### config.mk
export PLATFORM = sky130hd
export DESIGN_NAME = dsp_indirect_register_access
export DESIGN_NICKNAME = d
export VERILOG_FILES = /design/src/rtl/dsp_access_pkg.sv /design/src/rtl/dsp_indirect_register_access.sv /design/src/rtl/param_bank.sv /design/src/rtl/tone_priority.sv
export VERILOG_INCLUDE_DIRS = /design/src /design/src/rtl
export SDC_FILE = /design/constraint.sdc
export NUM_CORES = 1
export LEC_CHECK = 0
export ABC_AREA = 1
export BUFFER_PORTS_ARGS = -buffer_cell sky130_fd_sc_hd__clkbuf_2
export CORE_MARGIN = 2
export CORE_UTILIZATION = 35
export DETAILED_ROUTE_END_ITERATION = 10
export SETUP_SLACK_MARGIN = 0.4
export SYNTH_ARGS = -nofsm -noshare
export SYNTH_HDL_FRONTEND = slang
export SYNTH_SLANG_ARGS = --single-unit
### constraint.sdc
create_clock -name clk -period 4.5 [get_ports clk]
set_input_delay 0.9 -clock clk [delete_from_list [all_inputs] [get_ports clk]]
set_output_delay 0.9 -clock clk [all_outputs]
set_load 0.005 [all_outputs]
### src/rtl/dsp_access_cfg.svh
// Purpose: constants for the indirect signal-processor parameter port
// Assumes: byte-wide port registers, 14-bit parameter words
// Notes: definitions only
`ifndef DSP_ACCESS_CFG_SVH
`define DSP_ACCESS_CFG_SVH

// Port register indices on the byte port
`define PORT_LOW 2'h0
`define PORT_HIGH 2'h1
`define PORT_FSEL 2'h2

// Function selector values
`define SEL_ADDR 8'h00
`define SEL_DATA 8'h01
`define SEL_CTRL 8'h02
`define SEL_RESET 8'h00

// Widths
`define ADDR_W 16
`define WORD_W 14
`define WORD_HI_W 6
`define PARAM_N 15

// Parameter addresses
`define PA_TX_LEVEL 16'h0002
`define PA_DTMF_HI 16'h0003
`define PA_TWIST 16'h0004
`define PA_USER_FREQ 16'h0005
`define PA_PROG_THR 16'h0006
`define PA_CENTRE_1 16'h0007
`define PA_CENTRE_2 16'h0008
`define PA_CENTRE_3 16'h0009
`define PA_CENTRE_4 16'h000A
`define PA_GEN_LEVEL 16'h000B
`define PA_SENS 16'h000E
`define PA_CARR_ON 16'h0024
`define PA_CARR_OFF 16'h0025
`define PA_ANS_ON 16'h0026
`define PA_ANS_OFF 16'h0027
`define PA_COEF_FIRST 16'h0010
`define PA_COEF_LAST 16'h0023

// Parameter reset values
`define RV_TX_LEVEL 14'h1000
`define RV_DTMF_HI 14'h1304
`define RV_TWIST 14'h0CCD
`define RV_USER_FREQ 14'h005B
`define RV_PROG_THR 14'h1000
`define RV_CENTRE_A 14'h137B
`define RV_CENTRE_B 14'h0218
`define RV_GEN_LEVEL 14'h0B50
`define RV_SENS 14'h1000
`define RV_CARR_ON 14'h0A3C
`define RV_CARR_OFF 14'h0CE4
`define RV_ANS_ON 14'h0043
`define RV_ANS_OFF 14'h0025

// Status view bits
`define ST_AVAIL 7
`define ST_TONE 6

// Detect configuration view bits
`define CF_SQUARE 7
`define CF_CASC_DIS 6
`define CF_EN_HI 4

// Tone control view fields
`define TC_DIGIT_HI 6
`define TC_DIGIT_LO 3
`define TC_TYPE_HI 2

// Reported tone type codes
`define TT_NONE 5'h00
`define TT_ANSWER 5'h01
`define TT_V23 5'h02
`define TT_USER_BASE 5'h04
`define TT_DTMF_BASE 5'h10

`endif

### src/rtl/dsp_access_pkg.sv
// Purpose: types for the indirect parameter port
// Assumes: nothing
// Notes: constants live in dsp_access_cfg.svh
package dsp_access_pkg;
  typedef enum logic [2:0]
  {
    SEQ_IDLE = 3'b001,
    SEQ_ADDR = 3'b010,
    SEQ_HIGH = 3'b100
  } seq_state_t;
endpackage

### src/rtl/dsp_indirect_register_access.sv
// Purpose: indirect byte port to the signal-processor parameter registers
// Assumes: port strobes, hook and mode levels come from logic on clk
// Notes: selector picks address, data or control views of two bytes;
//   selector values above 0x02 leave both ports inert, and a low data
//   byte with no address since reset is dropped
//
// Overview of operation
// Parameter writes accepted only on-hook and in command mode.
// Port carries a 16-bit address and a 14-bit data word.
// Host supplies the address first, then the data word.
// Selector 0x00: low port loads address [7:0], high loads [15:8].
// Selector 0x01: ports supply data bytes for the last loaded address.
// Data high byte gives upper six bits, low byte lower eight.
// Read and write views differ for the same selector value.
// Selector 0x02 low read: available, tone detected, reserved, tone type.
// Selector 0x02 high write: squaring, cascade disable, reporting enables.
// Selector 0x02 low write: DTMF digit [6:3], tone type [2:0].
// Host writes only listed addresses with in-range values.
// Address 0x0002 is transmit full-scale level, default 4096.
// 0x0003 DTMF high-tone level 4868; 0x0004 twist ratio 3277.
// Address 0x0005 is user tone frequency code, default 91.
// Address 0x0006 is call-progress detect threshold, default 4096.
// Addresses 0x0007 to 0x000A are detector centres, 4987/536 alternating.
// Address 0x000B is generated tone amplitude, default 2896.
// Address 0x000E is detector sensitivity, default 4096.
// Carrier on level 0x0024 (2620), carrier off level 0x0025 (3300).
// Answer on level 0x0026 (67), answer off level 0x0027 (37).
// Filter coefficients at 0x0010 to 0x0023 use the same port.
// Reported tone is the enabled detection of highest priority.
// Low data byte write commits the assembled word, after high byte.
`timescale 1ns/1ps
`include "dsp_access_cfg.svh"
module dsp_indirect_register_access
  import dsp_access_pkg::*;
(
  input wire logic clk,
  input wire logic arst_n,
  input wire logic port_wr,
  input wire logic port_rd,
  input wire logic [1:0] port_sel,
  input wire logic [7:0] port_wdata,
  output logic [7:0] port_rdata,
  input wire logic line_on_hook,
  input wire logic cmd_mode,
  input wire logic dsp_data_avail,
  input wire logic det_dtmf,
  input wire logic [3:0] det_dtmf_digit,
  input wire logic det_answer,
  input wire logic det_v23,
  input wire logic [3:0] det_user,
  output logic [7:0] func_select,
  output logic [`PARAM_N*`WORD_W-1:0] param_values,
  output logic coef_wr,
  output logic [15:0] coef_addr,
  output logic [13:0] coef_data,
  output logic squaring_en,
  output logic cascade_dis,
  output logic [4:0] report_en,
  output logic [3:0] dtmf_tx_digit,
  output logic [2:0] tone_type_select,
  output logic write_refused,
  output logic write_unmapped
);
  logic [7:0] sel_r;
  logic [15:0] addr_r;
  logic [5:0] word_hi_r;
  seq_state_t seq_r;
  seq_state_t seq_nxt;
  logic [7:0] rdata_r;
  logic [7:0] cfg_r;
  logic [6:0] tonec_r;
  logic coef_wr_r;
  logic [15:0] coef_addr_r;
  logic [13:0] coef_data_r;
  logic refused_r;
  logic unmapped_r;

  logic wr_low;
  logic wr_high;
  logic wr_fsel;
  logic mode_addr;
  logic mode_data;
  logic mode_ctrl;
  logic allowed;
  logic commit;
  logic [13:0] word;
  logic bank_hit;
  logic coef_hit;
  logic tone_found;
  logic [4:0] tone_code;
  logic [7:0] status_view;
  logic [7:0] rdata_nxt;
  logic addr_wr;
  logic data_wr;

  // Port index 3 is unused; a strobe there decodes to nothing
  always_comb
  begin
    wr_low = 1'b0;
    wr_high = 1'b0;
    wr_fsel = 1'b0;
    case (port_sel)
      `PORT_LOW:
        wr_low = port_wr;
      `PORT_HIGH:
        wr_high = port_wr;
      `PORT_FSEL:
        wr_fsel = port_wr;
      default:
        wr_fsel = 1'b0;
    endcase
  end

  // Selector values above 0x02 leave every view idle
  always_comb
  begin
    mode_addr = 1'b0;
    mode_data = 1'b0;
    mode_ctrl = 1'b0;
    case (sel_r)
      `SEL_ADDR:
        mode_addr = 1'b1;
      `SEL_DATA:
        mode_data = 1'b1;
      `SEL_CTRL:
        mode_ctrl = 1'b1;
      default:
        mode_ctrl = 1'b0;
    endcase
  end

  // Byte writes that carry address or data, not selector changes
  assign addr_wr = mode_addr && (wr_low || wr_high);
  assign data_wr = mode_data && (wr_low || wr_high);

  // Writes into parameter storage only while idle on the line
  assign allowed = line_on_hook && cmd_mode;

  // Word is six held high bits over the low byte being written
  assign word = {word_hi_r, port_wdata};

  // Commit needs an address loaded first; data before address is dropped
  assign commit = wr_low && mode_data && allowed && (seq_r != SEQ_IDLE);

  assign coef_hit = (addr_r >= `PA_COEF_FIRST) && (addr_r <= `PA_COEF_LAST);

  // Function selector, writable at any time
  always_ff @(posedge clk or negedge arst_n)
  begin
    if (!arst_n)
      sel_r <= `SEL_RESET;
    else if (wr_fsel)
      sel_r <= port_wdata;
  end

  // Address bytes in address mode
  always_ff @(posedge clk or negedge arst_n)
  begin
    if (!arst_n)
      addr_r <= 16'h0000;
    else if (mode_addr && wr_low)
      addr_r[7:0] <= port_wdata;
    else if (mode_addr && wr_high)
      addr_r[15:8] <= port_wdata;
  end

  // High data byte; only six bits carry weight
  always_ff @(posedge clk or negedge arst_n)
  begin
    if (!arst_n)
      word_hi_r <= 6'h00;
    else if (addr_wr)
      word_hi_r <= 6'h00;
    else if (mode_data && wr_high && allowed)
      word_hi_r <= port_wdata[`WORD_HI_W-1:0];
  end

  // Write sequence: address, optional high byte, low byte commits
  always_comb
  begin
    seq_nxt = seq_r;
    case (seq_r)
      SEQ_IDLE:
      begin
        if (addr_wr)
          seq_nxt = SEQ_ADDR;
      end
      SEQ_ADDR:
      begin
        if (mode_data && wr_high && allowed)
          seq_nxt = SEQ_HIGH;
      end
      SEQ_HIGH:
      begin
        if (commit)
          seq_nxt = SEQ_ADDR;
        else if (addr_wr)
          seq_nxt = SEQ_ADDR;
      end
      default:
        seq_nxt = SEQ_IDLE;
    endcase
  end

  always_ff @(posedge clk or negedge arst_n)
  begin
    if (!arst_n)
      seq_r <= SEQ_IDLE;
    else
      seq_r <= seq_nxt;
  end

  param_bank u_bank
  (
    .clk(clk),
    .arst_n(arst_n),
    .wr(commit),
    .addr(addr_r),
    .data(word),
    .hit(bank_hit),
    .values(param_values)
  );

  // Coefficients live in the filter block; hand them over as a strobe
  always_ff @(posedge clk or negedge arst_n)
  begin
    if (!arst_n)
      coef_wr_r <= 1'b0;
    else
      coef_wr_r <= commit && coef_hit;
  end

  // Address and word stay put after the strobe so the filter may take them late
  always_ff @(posedge clk or negedge arst_n)
  begin
    if (!arst_n)
    begin
      coef_addr_r <= 16'h0000;
      coef_data_r <= 14'h0000;
    end
    else if (commit && coef_hit)
    begin
      coef_addr_r <= addr_r;
      coef_data_r <= word;
    end
  end

  // Data-mode byte while off-hook or online: pulse, nothing stored
  always_ff @(posedge clk or negedge arst_n)
  begin
    if (!arst_n)
      refused_r <= 1'b0;
    else
      refused_r <= data_wr && !allowed;
  end

  // Unlisted targets are dropped rather than stored
  always_ff @(posedge clk or negedge arst_n)
  begin
    if (!arst_n)
      unmapped_r <= 1'b0;
    else
      unmapped_r <= commit && !bank_hit && !coef_hit;
  end

  // Detector configuration view, write side of the high port
  always_ff @(posedge clk or negedge arst_n)
  begin
    if (!arst_n)
      cfg_r <= 8'h00;
    else if (mode_ctrl && wr_high)
      cfg_r <= port_wdata & 8'hDF;
  end

  // Tone transmit view, write side of the low port
  always_ff @(posedge clk or negedge arst_n)
  begin
    if (!arst_n)
      tonec_r <= 7'h00;
    else if (mode_ctrl && wr_low)
      tonec_r <= port_wdata[6:0];
  end

  tone_priority u_prio
  (
    .enable(cfg_r[`CF_EN_HI:0]),
    .det_dtmf(det_dtmf),
    .det_dtmf_digit(det_dtmf_digit),
    .det_answer(det_answer),
    .det_v23(det_v23),
    .det_user(det_user),
    .found(tone_found),
    .tone_type(tone_code)
  );

  // Reserved bit 5 reads as zero
  always_comb
  begin
    status_view = 8'h00;
    status_view[`ST_AVAIL] = dsp_data_avail;
    status_view[`ST_TONE] = tone_found;
    status_view[4:0] = tone_code;
  end

  // Read side: only the status view and the selector itself are readable
  always_comb
  begin
    rdata_nxt = 8'h00;
    case (port_sel)
      `PORT_LOW:
      begin
        if (mode_ctrl)
          rdata_nxt = status_view;
      end
      `PORT_FSEL:
        rdata_nxt = sel_r;
      default:
        rdata_nxt = 8'h00;
    endcase
  end

  // Data holds between reads
  always_ff @(posedge clk or negedge arst_n)
  begin
    if (!arst_n)
      rdata_r <= 8'h00;
    else if (port_rd)
      rdata_r <= rdata_nxt;
  end

  assign port_rdata = rdata_r;
  assign func_select = sel_r;
  assign coef_wr = coef_wr_r;
  assign coef_addr = coef_addr_r;
  assign coef_data = coef_data_r;
  assign squaring_en = cfg_r[`CF_SQUARE];
  assign cascade_dis = cfg_r[`CF_CASC_DIS];
  assign report_en = cfg_r[`CF_EN_HI:0];
  assign dtmf_tx_digit = tonec_r[`TC_DIGIT_HI:`TC_DIGIT_LO];
  assign tone_type_select = tonec_r[`TC_TYPE_HI:0];
  assign write_refused = refused_r;
  assign write_unmapped = unmapped_r;
endmodule

### src/rtl/param_bank.sv
// Purpose: storage for the fifteen 14-bit parameter registers
// Assumes: writes arrive already gated and assembled
// Notes: hit is combinational on the presented address
`timescale 1ns/1ps
`include "dsp_access_cfg.svh"
module param_bank
(
  input wire logic clk,
  input wire logic arst_n,
  input wire logic wr,
  input wire logic [15:0] addr,
  input wire logic [13:0] data,
  output logic hit,
  output logic [`PARAM_N*`WORD_W-1:0] values
);
  localparam logic [15:0] MAP_ADDR [`PARAM_N] = '{
    `PA_TX_LEVEL, `PA_DTMF_HI, `PA_TWIST, `PA_USER_FREQ, `PA_PROG_THR,
    `PA_CENTRE_1, `PA_CENTRE_2, `PA_CENTRE_3, `PA_CENTRE_4, `PA_GEN_LEVEL,
    `PA_SENS, `PA_CARR_ON, `PA_CARR_OFF, `PA_ANS_ON, `PA_ANS_OFF};
  localparam logic [13:0] MAP_RST [`PARAM_N] = '{
    `RV_TX_LEVEL, `RV_DTMF_HI, `RV_TWIST, `RV_USER_FREQ, `RV_PROG_THR,
    `RV_CENTRE_A, `RV_CENTRE_B, `RV_CENTRE_A, `RV_CENTRE_B, `RV_GEN_LEVEL,
    `RV_SENS, `RV_CARR_ON, `RV_CARR_OFF, `RV_ANS_ON, `RV_ANS_OFF};

  logic [`PARAM_N-1:0] match;

  genvar i;
  generate
    for (i = 0; i < `PARAM_N; i++)
    begin : g_param
      logic [13:0] val_r;
      assign match[i] = (addr == MAP_ADDR[i]);
      // Levels, frequency and detector codes
      always_ff @(posedge clk or negedge arst_n)
      begin
        if (!arst_n)
          val_r <= MAP_RST[i];
        else if (wr && match[i])
          val_r <= data;
      end
      assign values[i*`WORD_W +: `WORD_W] = val_r;
    end
  endgenerate

  assign hit = |match;
endmodule

### src/rtl/tone_priority.sv
// Purpose: picks the reported tone among enabled detections
// Assumes: detection inputs are levels on the same clock
// Notes: fixed order answer, V.23, DTMF, user 1 to 4
`timescale 1ns/1ps
`include "dsp_access_cfg.svh"
module tone_priority
(
  input wire logic [4:0] enable,
  input wire logic det_dtmf,
  input wire logic [3:0] det_dtmf_digit,
  input wire logic det_answer,
  input wire logic det_v23,
  input wire logic [3:0] det_user,
  output logic found,
  output logic [4:0] tone_type
);
  logic [3:0] user_ok;

  assign user_ok = det_user & {enable[4], enable[4], enable[3], enable[3]};

  // Highest enabled detection wins
  always_comb
  begin
    found = 1'b1;
    tone_type = `TT_NONE;
    if (det_answer && enable[1])
      tone_type = `TT_ANSWER;
    else if (det_v23 && enable[2])
      tone_type = `TT_V23;
    else if (det_dtmf && enable[0])
      tone_type = `TT_DTMF_BASE | {1'b0, det_dtmf_digit};
    else if (user_ok[0])
      tone_type = `TT_USER_BASE;
    else if (user_ok[1])
      tone_type = `TT_USER_BASE + 5'h01;
    else if (user_ok[2])
      tone_type = `TT_USER_BASE + 5'h02;
    else if (user_ok[3])
      tone_type = `TT_USER_BASE + 5'h03;
    else
      found = 1'b0;
  end
endmodule

==> metrics.txt <==
# TYPE chip_impl_metric gauge
chip_impl_info{name="status",value="completed"} 1
chip_impl_metric{name="cts_buffer_depth",unit=""} 3
chip_impl_info{name="criticalPathCategory",value="in -> reg"} 1
chip_impl_metric{name="route.met2.wl",unit="um"} 16200
chip_impl_metric{name="final_layout_size_suffix_gt1_share",unit="%"} 32.2
chip_impl_metric{name="setup_total_negative_slack",unit="ps"} 0
chip_impl_metric{name="critPathRequiredTime",unit="ps"} 4890
chip_impl_metric{name="fp.dieH",unit="um"} 186
chip_impl_metric{name="timing.reg2reg.worst_path_depth",unit=""} 7
chip_impl_info{name="crit-reg2reg-launch",value="func_select[1]$_DFFE_PN0P_"} 1
chip_impl_metric{name="areaGrowthSynthToFinish",unit="%"} 26.4
chip_impl_info{name="dr_top_layer",value="met4"} 1
chip_impl_metric{name="worst_slack",unit="ps"} 1770
chip_impl_metric{name="totalWireLength",unit="um"} 34800
chip_impl_metric{name="number_of_flops_mapped_to_enable_cells_by_yosys",unit=""} 0
chip_impl_metric{name="finalClockSkew",unit="ps"} 15.8
chip_impl_metric{name="synthCells",unit=""} 1166
chip_impl_metric{name="achievable-frequency",unit="MHz"} 366
chip_impl_metric{name="m1WireLength",unit="um"} 15200
chip_impl_metric{name="grt.total_usage",unit="%"} 20.1
chip_impl_info{name="synth_flop_cell",value="sky130_fd_sc_hd__dfrtp_1"} 1
chip_impl_metric{name="port_buffers",unit=""} 300
chip_impl_info{name="crit_path_end_kind",value="flip-flop"} 1
chip_impl_metric{name="holdBufCountCts",unit=""} 0
chip_impl_metric{name="power.ir.vdd_worst",unit="V"} 0.000296
chip_impl_metric{name="clkSinkCount",unit=""} 298
chip_impl_metric{name="fin_nets",unit=""} 1477
chip_impl_metric{name="maxCapViolations",unit=""} 0
chip_impl_metric{name="cts.repair.resized",unit=""} 0
chip_impl_metric{name="cp_max_fo",unit=""} 51
chip_impl_metric{name="dr_total_vias",unit=""} 9124
chip_impl_metric{name="synthesis.yosys.warnings",unit=""} 0
chip_impl_info{name="reg2reg_to",value="coef_addr[0]$_DFFE_PN0P_"} 1
chip_impl_metric{name="routed_via_density",unit=""} 4.75
chip_impl_info{name="cp-start-kind",value="input port"} 1
chip_impl_metric{name="cp.arrival",unit="ps"} 3120
chip_impl_metric{name="antenna_found_initial",unit=""} 0
chip_impl_metric{name="dieArea",unit="um2"} 34400
chip_impl_metric{name="grt_remaining_overflow",unit=""} 0
chip_impl_metric{name="dr.first_iter.drc_count",unit=""} 502
chip_impl_metric{name="slew_limit_headroom",unit="%"} 23.0
chip_impl_metric{name="synthesis.area_per_instance",unit="um2"} 9.90
chip_impl_metric{name="fin_crit_sh",unit="%"} 60.7
chip_impl_metric{name="design.portCount",unit=""} 301
chip_impl_metric{name="grt_first_pass_wirelength",unit="um"} 52200
chip_impl_metric{name="finalCriticalPeriod",unit="ps"} 2730
chip_impl_metric{name="timing.final.max_slew_violations",unit=""} 0
chip_impl_info{name="synth.most_common_cell",value="sky130_fd_sc_hd__nand2_1"} 1
chip_impl_info{name="netlist_top_cells_area",value="sky130_fd_sc_hd__dfrtp_1 50%, sky130_fd_sc_hd__dfstp_2 15%, sky130_fd_sc_hd__nand2_1 11%"} 1
chip_impl_info{name="netlist.top_cell.by_area",value="sky130_fd_sc_hd__dfrtp_1"} 1
chip_impl_info{name="cts.root.buffer_cell",value="sky130_fd_sc_hd__clkbuf_16"} 1
chip_impl_metric{name="async_reset_ff_share",unit="%"} 100
chip_impl_metric{name="filler_cell_count",unit=""} 3217
chip_impl_metric{name="first_pass_iters",unit=""} 5
chip_impl_metric{name="reg2reg_setup_slack",unit="ps"} 1810
chip_impl_metric{name="cts.clk_slew.worst_paths",unit="ps"} 60
chip_impl_metric{name="dr_wl_met3",unit="um"} 2840
chip_impl_metric{name="post-synth-top-area-fraction",unit="%"} 50.1
chip_impl_metric{name="worst_skew_pair.late_latency",unit="ps"} 510
chip_impl_metric{name="total_chip_power",unit="mW"} 6.27
chip_impl_info{name="worst_hold_path_type",value="in -> async"} 1
chip_impl_metric{name="hpwl",unit="um"} 22500
chip_impl_metric{name="p_per_area",unit="nW/um2"} 430
chip_impl_metric{name="p_leak",unit="nW"} 7.44
chip_impl_info{name="rsz0062_at_grt",value="false"} 1
chip_impl_metric{name="cts_buffers",unit=""} 36
chip_impl_metric{name="postCtsSetupBuffers",unit=""} 0
chip_impl_metric{name="synth.ff_latch_count",unit=""} 298
chip_impl_metric{name="wire_per_inst",unit="um"} 18.2
chip_impl_metric{name="place_congestion",unit=""} 0.820
chip_impl_metric{name="n_antenna_cell",unit=""} 0
chip_impl_metric{name="worstMarginPinSlew",unit="ps"} 1150
chip_impl_metric{name="row_count",unit=""} 66
chip_impl_metric{name="timing_hold_violations_final",unit=""} 0
chip_impl_metric{name="htreeDepth",unit=""} 2
chip_impl_metric{name="dp_slack",unit="ps"} 1230
chip_impl_metric{name="syn_area",unit="um2"} 11500
chip_impl_metric{name="netlist-cell-type-count",unit=""} 33
chip_impl_metric{name="start_util",unit="%"} 35.5
chip_impl_metric{name="ant_nets",unit=""} 0
chip_impl_metric{name="synth_nets",unit=""} 1194
chip_impl_metric{name="final-setup-viol-count",unit=""} 0
chip_impl_metric{name="drcViolationCount",unit=""} 0
chip_impl_metric{name="core",unit="um2"} 32500
chip_impl_metric{name="yosysSeqAreaShare",unit="%"} 65.4
chip_impl_info{name="synth.cells.most_frequent",value="343 x sky130_fd_sc_hd__nand2_1, 231 x sky130_fd_sc_hd__dfrtp_1, 191 x sky130_fd_sc_hd__o21ai_0, 80 x sky130_fd_sc_hd__o21ai_1, 67 x sky130_fd_sc_hd__dfstp_2"} 1
chip_impl_metric{name="grt_max_degree",unit=""} 113
chip_impl_metric{name="die_width",unit="um"} 186
chip_impl_info{name="tritoncts",value="built"} 1
chip_impl_metric{name="vias_in_the_first_global_route",unit=""} 8646
## layer usage
layer / vias up / GRT usage, %
met3: 46 / 6.20
met5: - / 0
met2: 297 / 32.4
li1: 4360 / -
met4: 0 / 4.31
met1: 4421 / 26.9
## through the flow
step	area, um2	utilization [%]	cells	hold WS, ps
floorplan	11500	-	1166	453
global placement	13400	41.2	1853	458
detailed placement	13400	41.2	1853	455
CTS	14600	44.8	1919	472
global route	14600	44.8	1919	488
finish	14600	44.8	1919	463
## worst max-delay path by stage
stage | to | startpoint | depth (start not counted)
after floorplan | u_bank.g_param[12].val_r[13]$_DFFE_PN0P_ | port_sel[1] | 10
after global placement | coef_data[12]$_DFFE_PN0P_ | port_sel[1] | 8
after detailed placement | coef_data[6]$_DFFE_PN0P_ | port_sel[1] | 8
after CTS | coef_addr[0]$_DFFE_PN0P_ | port_sel[1] | 8
after global routing | coef_data[3]$_DFFE_PN0P_ | func_select[1]$_DFFE_PN0P_ | 7
final | coef_addr[0]$_DFFE_PN0P_ | port_sel[1] | 8
## cells in the final DEF (no fill, tap or decap), types with 4 or more instances in the layout
cell type,Yosys,final
sky130_fd_sc_hd__clkbuf_2,0,299
sky130_fd_sc_hd__buf_4,0,12
sky130_fd_sc_hd__nand3_1,22,21
sky130_fd_sc_hd__nor3_1,4,4
sky130_fd_sc_hd__o21ai_0,191,191
sky130_fd_sc_hd__o21ai_1,80,80
sky130_fd_sc_hd__nand2_1,343,343
sky130_fd_sc_hd__o21ai_2,12,12
sky130_fd_sc_hd__dfrtp_1,231,231
sky130_fd_sc_hd__a21oi_1,13,13
sky130_fd_sc_hd__nand3b_4,5,5
sky130_fd_sc_hd__dfstp_2,67,67
sky130_fd_sc_hd__clkinv_2,0,7
sky130_fd_sc_hd__clkbuf_1,44,8
sky130_fd_sc_hd__inv_1,62,62
sky130_fd_sc_hd__clkbuf_16,0,37
sky130_fd_sc_hd__clkbuf_8,0,7
sky130_fd_sc_hd__nor2_1,41,41
## logic make-up after synthesis
kind of cell	after synthesis	synth area share [%]
AO/OA/AOI/OAI	300	13.5
flip-flops	298	65.4
buffers and inverters	130	4.67
AND/OR/NAND/NOR	438	16.5
## worst max-delay path, cell delays in order
cell	delay, ps
sky130_fd_sc_hd__clkbuf_2	100
sky130_fd_sc_hd__inv_1	90
sky130_fd_sc_hd__nand2_2	80
sky130_fd_sc_hd__nor2_4	140
sky130_fd_sc_hd__nand3_2	130
sky130_fd_sc_hd__nor2_8	410
sky130_fd_sc_hd__nand3_2	810
sky130_fd_sc_hd__o21ai_0	450
## cell type report
cell class	instances	area, um2	share of cell area (%)
flip-flops and latches	298	7540	51.7
multi-input cells	738	3460	23.8
repair buffers	313	1620	11.1
clock buffers	52	1050	7.22
well taps	442	553	3.79
inverters	62	233	1.60
clock inverters	14	116	0.798
## power by group
| part | switching, mW | internal, mW |
|---|---|---|
| logic | 0.404 | 0.176 |
| clock network | 1.12 | 1.69 |
| registers | 0.0829 | 2.79 |
| total | 1.61 | 4.66 |
## state kept, by name, summed over array words and instances, names as in the netlist
signal / count
addr_r: 16
cfg_r: 7
coef_addr: 16
coef_data: 14
coef_wr: 1
func_select: 8
port_rdata: 8
seq_r: 3
tonec_r: 7
u_bank.g_param.val_r: 210
word_hi_r: 6
write_refused: 1
write_unmapped: 1
Power figures use the tool's default switching activity.
